--- config.mk ---
export PLATFORM = sky130hd
export DESIGN_NAME = clkgen_ctrl
export DESIGN_NICKNAME = d
export VERILOG_FILES = /design/src/hw/clkgen_pkg.sv /design/src/hw/line_sync.sv /design/src/hw/clkgen_ctrl.sv
export SDC_FILE = /design/constraint.sdc
export NUM_CORES = 1
export LEC_CHECK = 0
export BUFFER_PORTS_ARGS = -buffer_cell sky130_fd_sc_hd__buf_2
export CAP_MARGIN = 20
export CORE_ASPECT_RATIO = 2
export CORE_MARGIN = 2
export CORE_UTILIZATION = 61
export DETAILED_ROUTE_END_ITERATION = 10
export MAX_ROUTING_LAYER = met4
export PLACE_DENSITY = 0.82
export SYNTH_ARGS = -nofsm -noshare
export SYNTH_HDL_FRONTEND = slang
export SYNTH_SLANG_ARGS = --single-unit
--- constraint.sdc ---
create_clock -name clock -period 2.42 [get_ports clock]
set_input_delay 0.484 -clock clock [delete_from_list [all_inputs] [get_ports clock]]
set_output_delay 0.484 -clock clock [all_outputs]
set_load 0.03 [all_outputs]
--- src/hw/clkgen_pkg.sv ---
// Constants and carrier types for the clock generator serial control block
package clkgen_pkg;

  // Target address, 7 bits; write byte is D2, read byte is D3
  localparam logic [6:0] TARGET_ADDR    = 7'h69;

  // Register indices
  localparam logic [7:0] IDX_PLL        = 8'h00;
  localparam logic [7:0] IDX_SPREAD     = 8'h01;
  localparam logic [7:0] IDX_COUNT      = 8'h08;

  // Reset values
  localparam logic [7:0] PLL_RESET      = 8'hEF;
  localparam logic [7:0] SPREAD_RESET   = 8'hC0;
  localparam logic [7:0] COUNT_RESET    = 8'h09;

  // Writable bit masks, reserved bits cleared
  localparam logic [7:0] PLL_MASK       = 8'hEF;
  localparam logic [7:0] SPREAD_MASK    = 8'hF8;

  // Field positions in the PLL and divider register
  localparam int MAIN_PLL_BIT     = 7;
  localparam int DISPLAY_PLL_BIT  = 6;
  localparam int PANEL_PLL_BIT    = 5;
  localparam int CPU_DIV_BIT      = 3;
  localparam int PERIPH_DIV_BIT   = 2;
  localparam int PANEL_DIV_BIT    = 1;
  localparam int DISPLAY_DIV_BIT  = 0;

  // Field positions in the spread register
  localparam int MAIN_SS_BIT      = 7;
  localparam int PANEL_SS_BIT     = 6;
  localparam int SEL_HI           = 5;
  localparam int SEL_LO           = 3;
  localparam int CENTER_BIT       = 5;

  // Bit count of one byte on the wire
  localparam logic [3:0] BYTE_BITS      = 4'h8;

  // Synchronised line levels and events
  typedef struct packed {
    logic scl;
    logic sda;
    logic scl_rise;
    logic scl_fall;
    logic start;
    logic stop;
  } line_ev_t;

  // PLL and divider enables toward the analog core
  typedef struct packed {
    logic main_pll_enable;
    logic display_pll_enable;
    logic panel_pll_enable;
    logic cpu_divider_enable;
    logic periph_ref_divider_enable;
    logic panel_divider_enable;
    logic display_divider_enable;
  } pll_ctrl_t;

  // Spread settings toward the analog core
  typedef struct packed {
    logic       main_spread_enable;
    logic       panel_spread_enable;
    logic [2:0] panel_spread_select;
    logic       panel_center_spread;
  } spread_ctrl_t;

endpackage

--- src/hw/line_sync.sv ---
// Three-stage synchroniser and event detector for the serial bus lines
`timescale 1ns/10ps
`default_nettype none

module line_sync
(
  input  wire logic                clock,
  input  wire logic                nrst,
  input  wire logic                scl_in,
  input  wire logic                sda_in,
  output var clkgen_pkg::line_ev_t ev
);

  logic [1:0] scl_m_q;   // First stages, read only by second
  logic [1:0] scl_s_q;   // Third stage and previous sample
  logic [1:0] sda_m_q;   // First stages, read only by second
  logic [1:0] sda_s_q;   // Third stage and previous sample

  ////////////////////////////////////////////////////////////////////////////
  // Synchroniser chains; lines idle high
  always_ff @(posedge clock)
  begin
    if (!nrst)
    begin
      scl_m_q <= 2'h3;
      scl_s_q <= 2'h3;
      sda_m_q <= 2'h3;
      sda_s_q <= 2'h3;
    end
    else
    begin
      scl_m_q <= {scl_m_q[0], scl_in};
      sda_m_q <= {sda_m_q[0], sda_in};
      scl_s_q <= {scl_s_q[0], scl_m_q[1]};
      sda_s_q <= {sda_s_q[0], sda_m_q[1]};
    end
  end

  ////////////////////////////////////////////////////////////////////////////
  // Events from the settled samples only
  assign ev.scl      = scl_s_q[0];
  assign ev.sda      = sda_s_q[0];
  assign ev.scl_rise = scl_s_q[0] & ~scl_s_q[1];
  assign ev.scl_fall = ~scl_s_q[0] & scl_s_q[1];
  assign ev.start    = scl_s_q[0] & scl_s_q[1] & sda_s_q[1] & ~sda_s_q[0];
  assign ev.stop     = scl_s_q[0] & scl_s_q[1] & ~sda_s_q[1] & sda_s_q[0];

endmodule

`default_nettype wire

--- src/hw/clkgen_ctrl.sv ---
// Serial control target with PLL, divider and spread registers
`timescale 1ns/10ps
`default_nettype none

module clkgen_ctrl
(
  input  wire logic                 clock,
  input  wire logic                 nrst,
  input  wire logic                 scl_in,
  input  wire logic                 sda_in,
  output var  logic                 sda_out,
  output var  logic                 sda_oe,
  output var  clkgen_pkg::pll_ctrl_t    pll,
  output var  clkgen_pkg::spread_ctrl_t spread
);

  typedef enum logic [2:0] {st_idle, st_rx, st_ack, st_tx, st_rack} state_t;

  clkgen_pkg::line_ev_t ev;        // Synchronised line events
  state_t               st_q;      // Transfer state
  logic [3:0]           bit_q;     // Bits moved in current byte
  logic [1:0]           byte_q;    // Byte number, saturates at 3
  logic [7:0]           sh_q;      // Shift register, both directions
  logic [7:0]           idx_q;     // Register index pointer
  logic                 rw_q;      // Read transfer selected
  logic                 first_q;   // Next sent byte is the count
  logic [7:0]           pll_q;     // PLL and divider register
  logic [7:0]           ss_q;      // Spread register
  logic [7:0]           cnt_q;     // Read byte count register
  logic                 cnt_wr_q;  // Count was written
  logic                 oe_q;      // Pull data line low
  logic                 out_q;     // Driven level, always low
  clkgen_pkg::pll_ctrl_t    pll_q_o;   // Registered PLL outputs
  clkgen_pkg::spread_ctrl_t ss_q_o;    // Registered spread outputs

  ////////////////////////////////////////////////////////////////////////////
  // Line synchroniser
  line_sync u_sync
  (
    .clock  (clock),
    .nrst   (nrst),
    .scl_in (scl_in),
    .sda_in (sda_in),
    .ev     (ev)
  );

  ////////////////////////////////////////////////////////////////////////////
  // Decode of byte completion and register access
  logic       byte_done;   // Eighth bit in, clock falling
  logic       addr_hit;    // Address byte matches
  logic       wr_data;     // Data byte to store
  logic [7:0] rd_byte;     // Register read mux
  logic [7:0] pll_w;       // PLL write value after forcing
  logic [7:0] next_tx;     // Next byte to send
  logic [7:0] rd_start;    // Index where a read begins

  assign byte_done = (st_q == st_rx) && ev.scl_fall
                     && (bit_q == clkgen_pkg::BYTE_BITS);
  assign addr_hit  = sh_q[7:1] == clkgen_pkg::TARGET_ADDR;
  assign wr_data   = byte_done && (byte_q == 2'h3);

  // Unmapped indices read zero
  assign rd_byte = (idx_q == clkgen_pkg::IDX_PLL)    ? pll_q :
                   (idx_q == clkgen_pkg::IDX_SPREAD) ? ss_q :
                   (idx_q == clkgen_pkg::IDX_COUNT)  ? cnt_q : 8'h00;

  // Count first, then register bytes
  assign next_tx  = first_q ? cnt_q : rd_byte;
  assign rd_start = cnt_wr_q ? 8'h00 : idx_q;

  // Divider enables forced off with their PLL
  always_comb
  begin
    pll_w = sh_q & clkgen_pkg::PLL_MASK;
    if (!pll_w[clkgen_pkg::MAIN_PLL_BIT])
    begin
      pll_w[clkgen_pkg::CPU_DIV_BIT]    = 1'b0;
      pll_w[clkgen_pkg::PERIPH_DIV_BIT] = 1'b0;
    end
    if (!pll_w[clkgen_pkg::PANEL_PLL_BIT])
    begin
      pll_w[clkgen_pkg::PANEL_DIV_BIT] = 1'b0;
    end
    if (!pll_w[clkgen_pkg::DISPLAY_PLL_BIT])
    begin
      pll_w[clkgen_pkg::DISPLAY_DIV_BIT] = 1'b0;
    end
  end

  ////////////////////////////////////////////////////////////////////////////
  // Transfer state machine
  always_ff @(posedge clock)
  begin
    if (!nrst)
    begin
      st_q    <= st_idle;
      bit_q   <= 4'h0;
      byte_q  <= 2'h0;
      sh_q    <= 8'h00;
      idx_q   <= 8'h00;
      rw_q    <= 1'b0;
      first_q <= 1'b0;
      oe_q    <= 1'b0;
    end
    else if (ev.stop)
    begin
      // Stop ends any transfer
      st_q <= st_idle;
      oe_q <= 1'b0;
    end
    else if (ev.start)
    begin
      // Start or repeated start
      st_q   <= st_rx;
      bit_q  <= 4'h0;
      byte_q <= 2'h0;
      oe_q   <= 1'b0;
    end
    else
    begin
      case (st_q)
        st_rx:
        begin
          if (ev.scl_rise)
          begin
            // Sample data bit
            sh_q  <= {sh_q[6:0], ev.sda};
            bit_q <= bit_q + 4'h1;
          end
          else if (byte_done)
          begin
            if (byte_q == 2'h0)
            begin
              if (addr_hit)
              begin
                // Own address, acknowledge
                st_q    <= st_ack;
                oe_q    <= 1'b1;
                rw_q    <= sh_q[0];
                first_q <= sh_q[0];
                if (sh_q[0])
                begin
                  idx_q <= rd_start;
                end
              end
              else
              begin
                st_q <= st_idle;
              end
            end
            else
            begin
              // Index, count or data byte
              st_q <= st_ack;
              oe_q <= 1'b1;
              if (byte_q == 2'h1)
              begin
                idx_q <= sh_q;
              end
              else if (byte_q == 2'h3)
              begin
                idx_q <= idx_q + 8'h01;
              end
            end
            if (byte_q != 2'h3)
            begin
              byte_q <= byte_q + 2'h1;
            end
          end
        end
        st_ack:
        begin
          if (ev.scl_fall)
          begin
            bit_q <= 4'h0;
            if (rw_q)
            begin
              // First bit of the count byte
              st_q    <= st_tx;
              sh_q    <= {next_tx[6:0], 1'b0};
              oe_q    <= ~next_tx[7];
              bit_q   <= 4'h1;
              first_q <= 1'b0;
            end
            else
            begin
              st_q <= st_rx;
              oe_q <= 1'b0;
            end
          end
        end
        st_tx:
        begin
          if (ev.scl_fall)
          begin
            if (bit_q == clkgen_pkg::BYTE_BITS)
            begin
              // Release for the host answer
              st_q <= st_rack;
              oe_q <= 1'b0;
            end
            else
            begin
              oe_q  <= ~sh_q[7];
              sh_q  <= {sh_q[6:0], 1'b0};
              bit_q <= bit_q + 4'h1;
            end
          end
        end
        st_rack:
        begin
          if (ev.scl_rise && ev.sda)
          begin
            // Not-acknowledge ends the read
            st_q <= st_idle;
          end
          else if (ev.scl_fall)
          begin
            // Acknowledge, send next byte
            st_q    <= st_tx;
            sh_q    <= {next_tx[6:0], 1'b0};
            oe_q    <= ~next_tx[7];
            bit_q   <= 4'h1;
            first_q <= 1'b0;
            if (!first_q)
            begin
              idx_q <= idx_q + 8'h01;
            end
          end
        end
        default:
        begin
          oe_q <= 1'b0;
        end
      endcase
    end
  end

  ////////////////////////////////////////////////////////////////////////////
  // Register file writes
  always_ff @(posedge clock)
  begin
    if (!nrst)
    begin
      pll_q    <= clkgen_pkg::PLL_RESET;
      ss_q     <= clkgen_pkg::SPREAD_RESET;
      cnt_q    <= clkgen_pkg::COUNT_RESET;
      cnt_wr_q <= 1'b0;
    end
    else if (wr_data)
    begin
      if (idx_q == clkgen_pkg::IDX_PLL)
      begin
        pll_q <= pll_w;
      end
      else if (idx_q == clkgen_pkg::IDX_SPREAD)
      begin
        ss_q <= sh_q & clkgen_pkg::SPREAD_MASK;
      end
      else if (idx_q == clkgen_pkg::IDX_COUNT)
      begin
        cnt_q    <= sh_q;
        cnt_wr_q <= 1'b1;
      end
    end
  end

  ////////////////////////////////////////////////////////////////////////////
  // Registered outputs toward the core
  always_ff @(posedge clock)
  begin
    if (!nrst)
    begin
      pll_q_o <= '0;
      ss_q_o  <= '0;
      out_q   <= 1'b0;
    end
    else
    begin
      pll_q_o.main_pll_enable           <= pll_q[clkgen_pkg::MAIN_PLL_BIT];
      pll_q_o.display_pll_enable        <= pll_q[clkgen_pkg::DISPLAY_PLL_BIT];
      pll_q_o.panel_pll_enable          <= pll_q[clkgen_pkg::PANEL_PLL_BIT];
      pll_q_o.cpu_divider_enable        <= pll_q[clkgen_pkg::CPU_DIV_BIT];
      pll_q_o.periph_ref_divider_enable <= pll_q[clkgen_pkg::PERIPH_DIV_BIT];
      pll_q_o.panel_divider_enable      <= pll_q[clkgen_pkg::PANEL_DIV_BIT];
      pll_q_o.display_divider_enable    <= pll_q[clkgen_pkg::DISPLAY_DIV_BIT];
      ss_q_o.main_spread_enable  <= ss_q[clkgen_pkg::MAIN_SS_BIT];
      ss_q_o.panel_spread_enable <= ss_q[clkgen_pkg::PANEL_SS_BIT];
      ss_q_o.panel_spread_select <= ss_q[clkgen_pkg::SEL_HI:clkgen_pkg::SEL_LO];
      ss_q_o.panel_center_spread <= ss_q[clkgen_pkg::PANEL_SS_BIT]
                                  & ss_q[clkgen_pkg::CENTER_BIT];
      out_q <= 1'b0;
    end
  end

  assign sda_oe  = oe_q;
  assign sda_out = out_q;
  assign pll     = pll_q_o;
  assign spread  = ss_q_o;
endmodule

`default_nettype wire

==> results of run 1 <==
-- cell families (layout without fill, tap and decap cells) --
kind of cell	count (synthesis)	in the layout
fa+ha+maj	8	8
simple gates	173	173
flops	70	70
buf+inv	33	54
other cells	1	1
compound gates	84	84
mux	22	22
xor+xnor	7	7
-- path summary, 6_finish.rpt --
| kind | start | cells after the start | endpoint |
|---|---|---|---|
| max | bit_q[0]$_SDFFE_PN0P_ | 7 | cnt_q[3]$_SDFFE_PN1P_ |
| min | scl_in | 2 | u_sync.scl_m_q[0]$_SDFF_PN1_ |
| max reg2reg | bit_q[0]$_SDFFE_PN0P_ | 7 | cnt_q[3]$_SDFFE_PN1P_ |
| min reg2reg | u_sync.scl_m_q[0]$_SDFF_PN1_ | 1 | u_sync.scl_m_q[1]$_SDFF_PN1_ |
-- registers in the layout, summed over array words and instances (netlist names) --
| signal | count |
|---|---|
| idx_q | 8 |
| cnt_q | 8 |
| ss_q | 5 |
| u_sync.sda_s_q | 2 |
| u_sync.scl_m_q | 2 |
| spread | 6 |
| pll_q | 7 |
| bit_q | 4 |
| rw_q | 1 |
| cnt_wr_q | 1 |
| u_sync.sda_m_q | 2 |
| sda_oe | 1 |
| st_q | 3 |
| pll | 7 |
| first_q | 1 |
| sh_q | 8 |
| byte_q | 2 |
| u_sync.scl_s_q | 2 |
-- worst register-to-register path, stage by stage, from the launching register on --
cell     delay, ns
dfxtp_1       0.35
inv_1         0.07
ha_1          0.15
and3b_1       0.31
and3_1        0.30
and4_1        0.57
mux2i_1       0.26
nand2_1       0.07
-- cell type report --
| class | instances | area (um^2) |
|---|---|---|
| fill | 436 | 1710 |
| sequential | 70 | 1400 |
| tap | 61 | 76.3 |
| timing repair buffer | 33 | 205 |
| clock buffer | 15 | 288 |
| multi-input combinational | 295 | 1960 |
| inverter | 6 | 22.5 |
-- layer usage --
metal,share of wire,track usage
met1,0.36,0.279
met2,0.52,0.499
met3,0.042,0.0565
met5,0,-
met4,0.077,0.248
-- power breakdown --
group / leakage [nW] / switching [mW] / internal, mW
Combinational: 0.899 / 0.0571 / 0.0296
Sequential: 0.569 / 0.00605 / 1.17
Clock: 0.142 / 0.461 / 0.800
-- per-stage QoR --
| step | instance area, um^2 | setup WS [ns] | hold slack, ns | cells |
|---|---|---|---|---|
| floorplan | 3560 | 0.576 | 0.386 | 398 |
| global placement | 3670 | 0.341 | 0.391 | 465 |
| detailed placement | 3670 | 0.260 | 0.400 | 465 |
| CTS | 3950 | 0.238 | 0.323 | 480 |
| global route | 3950 | 0.0469 | 0.324 | 480 |
| finish | 3950 | 0.216 | 0.325 | 480 |
-- placed cells by master, fill, tap and decap left out, types with 2 or more instances in the layout --
master / count
mux2i_1: 21
a21boi_1: 3
dfxtp_1: 70
buf_4: 16
and4_1: 3
a22o_1: 6
clkbuf_16: 9
buf_2: 17
o22ai_1: 2
nand2_1: 48
nand4bb_1: 2
o2111ai_1: 2
a31o_1: 3
nand3_1: 13
a32oi_1: 2
clkbuf_1: 2
nor2_1: 20
a22oi_1: 2
clkbuf_8: 4
o211ai_1: 5
nand4b_1: 2
nand3b_1: 3
o31a_1: 2
a21boi_2: 2
inv_1: 6
xnor2_1: 2
nand4_1: 7
xor2_1: 4
ha_1: 8
and3_1: 7
nand2b_1: 12
nor2b_1: 22
nor3_1: 2
o21a_1: 4
o21ai_0: 14
and2_1: 17
a21oi_1: 16
a31oi_1: 7
==> impl_results.md, run 1 <==
- Critical path's slowest cell: and4_1
- Post-CTS setup buffer count: 0
- CTS Sinks: 70
- TritonCTS Buffers: 9
- Top_reg_cell synth: dfxtp_1
- Max-slew violation count: 0
- Worst Path Required: 2.64 ns
- WL/cell: 17.8 um
- CP Buf/Inv Count: 1
- DRC viols: 0
- CP Max Fanout: 9
- Core Region: 5660 um^2
- Die footprint: 6500 um^2
- First-pass DRT Iterations: 5
- Crit path arrival time: 2.42 ns
- Post-synthesis sequential area ratio: 0.394
- Final Setup Violations: 0
- Synth area leader: dfxtp_1
- Via/cell ratio: 6.22
- Post-DP HPWL: 6260 um
- #FFs+latches synth: 70
- Crit end category: register
- Cell Chain, Critical Path: inv_1 -> ha_1 -> and3b_1 -> and3_1 -> and4_1 -> mux2i_1 -> nand2_1
- Ant diodes: 0
- Max_slew headroom: 0.554
- Syn_area_per_cell: 8.94 um^2
- Gate Count Post-Synth: 398
- Worst setup SP type: register
- CTS clk-pin slew, worst paths: 0.06 ns
- Status: finished clean
- Largest net degree at the start of global routing: 36
- Total track usage: 0.298
- Compound-Gate Fraction of Synth Area: 0.169
- Total Wirelength: 8530 um
- Type of the tightest min-delay check: input port to register
- Post-CTS Resized: 0
- Row count: 39
- Initial antenna violation count: 0
- Final Hold Vio Count: 0
- DIE WIDTH: 58.0 um
- Count of flip-flops with a built-in enable after synthesis: 0
- Maximum clock rate: 454 MHz
- Synth area leaders: dfxtp_1, mux2i_1, nand2_1
- Clock Root Buffer: clkbuf_16
- FF-to-FF setup slack: 0.22 ns
- Fin nets: 427
- Final Skew: 0.00716 ns
- Mapped cell area: 3560 um^2
- Vias: 2984
- Top-count cell post-synth: dfxtp_1
- Share of layout cells above drive strength 1: 0.138
- Final Core Density: 0.698
- Max-cap violations: 0
- Max IR drop VDD: 0.000744 V
- Top cell type's share of synthesized area: 0.394
- Adder-Cell Fraction of Synth Area: 0.0281
- Setup CP Type: register to register
- Die Span Y: 112 um
- CTS tree: built
- Initial Util: 0.629
- Setup TNS Final: 0 ns
- Hold_buf cts: 0
- Post-synthesis simple-gate area fraction: 0.271
- Post-DRT Antenna Nets: 0
- Final period util: 0.911
- Largest family of logic cells by synthesized area: simple AND/OR/NAND/NOR gates
- Skew-Pair Late Insertion Delay: 0.34 ns
- Vias in the first global route: 2986
- Pleak: 1.61 nW
- H-tree lvl count: 3
- Mux share of post-synthesis cell area: 0.0622
- Synth cell types: 70
- Unrepaired setup endpoints after global routing: no
- Global route overflow: 0
- XOR/XNOR Fraction of Synth Area: 0.0193
- Total power: 2.52 mW
- Slowest stage delay, CP: 0.57 ns
- Post-synth top cells: dfxtp_1, nand2_1, nor2b_1, mux2i_1, nor2_1
- Fin crit period: 2.20 ns
- Buffers on Ports: 17
- Syn_nets: 410
- RePlAce Congestion: 0.983
- Critical path's top delay family: simple AND/OR/NAND/NOR gates
- Post-synthesis async set-or-reset flop share: 0
- I/O pins: 19
- Synthesis Warnings: 0
- Wire length of the first global-routing pass: 14200 um
- 1st-iter DRT viols: 208
- PD cells: 638 nW/um^2
- Worst Max-Slew Pin Slew: 0.667 ns
- Buffers from clock root to sink, at most: 2
- Area delta synth->final: 11.1%
No activity file was read; power rests on OpenSTA's default activity.
==> run 2, diff against run 1 <==
--- a/config.mk
+++ b/config.mk
@@ -10,9 +10,11 @@
 export CORE_ASPECT_RATIO = 2
 export CORE_MARGIN = 2
-export CORE_UTILIZATION = 61
+export CORE_UTILIZATION = 60
 export DETAILED_ROUTE_END_ITERATION = 10
 export MAX_ROUTING_LAYER = met4
-export PLACE_DENSITY = 0.82
+export PLACE_DENSITY = 0.81
+export SKIP_CTS_REPAIR_TIMING = 1
 export SYNTH_ARGS = -nofsm -noshare
 export SYNTH_HDL_FRONTEND = slang
+export SYNTH_HIERARCHICAL = 1
 export SYNTH_SLANG_ARGS = --single-unit
==> constraint.sdc (replaced) <==
create_clock -name clock -period 2.42 [get_ports clock]
set_input_delay 0.121 -clock clock [delete_from_list [all_inputs] [get_ports clock]]
set_output_delay 0.121 -clock clock [all_outputs]
set_load 0.03 [all_outputs]
==> impl_results.md, run 2 <==
- Critical path's top delay family: simple AND/OR/NAND/NOR gates
- Worst Path Required: 2.65 ns (about the same)
- Smallest hold slack: -0.0152 ns (-0.341 ns)
- Area taken by flip-flops and latches: 1400 um^2 (unchanged)
- Hold path start: scl_in
- Die Span Y: 111 um (-0.91%)
- Final period util: 0.947 (+0.0362)
- Worst setup SP type: register
- Footprint of the multi-input gates: 1890 um^2 (-3.6%)
- Total Wirelength: 8780 um (+2.9%)
- Cell Chain, Critical Path: or3b_1 -> nor4_1 -> o2111ai_4 -> o41ai_1
- Via/cell ratio: 6.51 (+4.8%)
- Post-DP HPWL: 6080 um (-2.9%)
- CTS Sinks: 70 (unchanged)
- Unrepaired setup endpoints after global routing: no
- DIE WIDTH: 57.5 um (-0.87%)
- RePlAce Congestion: 0.921 (-6.3%)
- CTS clk-pin slew, worst paths: 0.06 ns (about the same)
- Core Region: 5610 um^2 (-0.86%)
- Status: finished, violations left
- Most frequent cells in the layout: dfxtp_1, nand2_1, nor2_1
- Type of the tightest min-delay check: input port to register
- Failing checks: negative hold slack
- Placed cell areas: 3660 um^2 (-0.17%)
- Final Hold Vio Count: 1 (+1)
- Crit path arrival time: 2.52 ns (+0.10 ns)
- Setup crit start: st_q[0]$_SDFFE_PP0P_
- Syn_area_per_cell: 8.74 um^2 (-2.3%)
- # fillers: 420 (-3.7%)
- Gate Count Post-Synth: 393 (-1.3%)
- CP Buf/Inv Count: 0 (-1)
- Area delta synth->final: 16.1%
- Total track usage: 0.303 (+0.00522)
- Hold depth: 2 (unchanged)
- First-pass DRT Iterations: 5 (unchanged)
- Post-DRT Antenna Nets: 0 (unchanged)
- Ant diodes: 0 (unchanged)
- FF-to-FF setup slack: 0.13 ns (-0.09 ns)
- Initial antenna violation count: 0 (unchanged)
- Buffers from clock root to sink, at most: 2 (unchanged)
- DRC viols: 0 (unchanged)
- Wire length of the first global-routing pass: 14700 um (+3.1%)
- Final Skew: 0.00792 ns (+0.000756 ns)
- TritonCTS Buffers: 9 (unchanged)
- Die footprint: 6380 um^2 (-1.8%)
- Fin crit period: 2.29 ns (+0.0876 ns)
- WL/cell: 18.1 um (+1.7%)
- Row count: 39 (unchanged)
- Fin nets: 432 (+1.2%)
- Hold worst-path end: u_sync/scl_m_q[0]$_SDFF_PN1_
- Max-cap violations: 0 (unchanged)
- PD cells: 653 nW/um^2 (+2.5%)
- I/O pins: 19 (unchanged)
- Global route overflow: 0 (unchanged)
- Synthesis Warnings: 6 (+6)
- Initial Util: 0.612 (-0.0166)
- Worst reg-to-reg path cell count: 4 (-3)
- Crit end category: register
- CTS tree: built
- Vias: 3166 (+6.1%)
- Buffers on Ports: 17 (unchanged)
- R2R Path Start: st_q[0]$_SDFFE_PP0P_
- Max_slew headroom: 0.643 (+0.0898)
- Setup CP Type: register to register
- Maximum clock rate: 436 MHz (-3.8%)
- Slowest stage delay, CP: 0.50 ns (-0.07 ns)
- Worst R2R End: idx_q[5]$_SDFFE_PN0P_
- Largest net degree at the start of global routing: 34 (-5.6%)
- Mapped cell area: 3430 um^2 (-3.5%)
- Max-slew violation count: 0 (unchanged)
- Share of layout cells above drive strength 1: 0.155 (+0.0169)
- Setup TNS Final: 0 ns (unchanged)
- Vias in the first global route: 3025 (+1.3%)
- H-tree lvl count: 3 (unchanged)
- Critical path's slowest cell: dfxtp_1
- Commonest non-fill, non-tap cell in the layout: dfxtp_1
- Syn_nets: 405 (-1.2%)
- Max IR drop VDD: 0.000747 V (+0.40%)
- Worst Max-Slew Pin Slew: 0.530 ns (-0.137 ns)
- CP Max Fanout: 16 (+7)
- 1st-iter DRT viols: 202 (-2.9%)
- Pleak: 1.61 nW (-0.23%)
- Design area: 3990 um^2 (+0.89%)
- Regs by FF count: cnt_q: 8 flops, idx_q: 8 flops, sh_q: 8 flops
- Skew-Pair Late Insertion Delay: 0.34 ns (about the same)
- Final Setup Violations: 0 (unchanged)
- Clock Root Buffer: clkbuf_16
[run 2: through the flow]
stage	std cells	worst slack [ns]	utilization	total power, mW	hold WS, ns
finish	486	0.129	0.711	2.61	-0.0152
global route	486	0.00836	0.711	2.66	0.00141
global placement	469	0.234	0.652	1.29	0.300
floorplan	393	0.326	-	1.26	0.194
CTS	485	0.123	0.707	2.62	-0.0320
detailed placement	469	0.160	0.652	1.30	0.311
[run 2: metal layers]
| metal | part of all wire | track usage |
|---|---|---|
| met1 | 0.40 | 0.365 |
| met2 | 0.51 | 0.467 |
| met3 | 0.063 | 0.0502 |
| met4 | 0.032 | 0.175 |
| met5 | 0 | - |
[run 2: worst max-delay path by stage]
stage | endpoint | depth (start not counted) | slack, ns
6_report | idx_q[5]$_SDFFE_PN0P_ | 4 | 0.13
5_1_grt | idx_q[7]$_SDFFE_PN0P_ | 4 | 0.008
4_1_cts | idx_q[5]$_SDFFE_PN0P_ | 6 | 0.12
3_5_place_dp | idx_q[5]$_SDFFE_PN0P_ | 4 | 0.16
3_3_place_gp | sda_oe$_SDFFE_PP0P_ | 7 | 0.23
2_1_floorplan | ss_q[6]$_SDFFE_PN1P_ | 6 | 0.33
[run 2: worst register-to-register path, delay by kind of cell, from the launching register on]
family	cells	cell delay [ns]
flops	1	0.50
compound gates	2	0.74
simple gates	2	0.95
[run 2: cell type report]
class                      count  area share
multi-input combinational    286       0.474
sequential                    70       0.351
timing repair buffer          41      0.0671
clock buffer                  10      0.0599
tap                           61      0.0191
clock inverter                 6      0.0173
inverter                      12      0.0113
[run 2: power by group]
part	switching (mW)	internal [mW]	total, mW
Sequential	0.00819	1.17	1.18
Clock	0.502	0.830	1.33
Combinational	0.0662	0.0327	0.0989
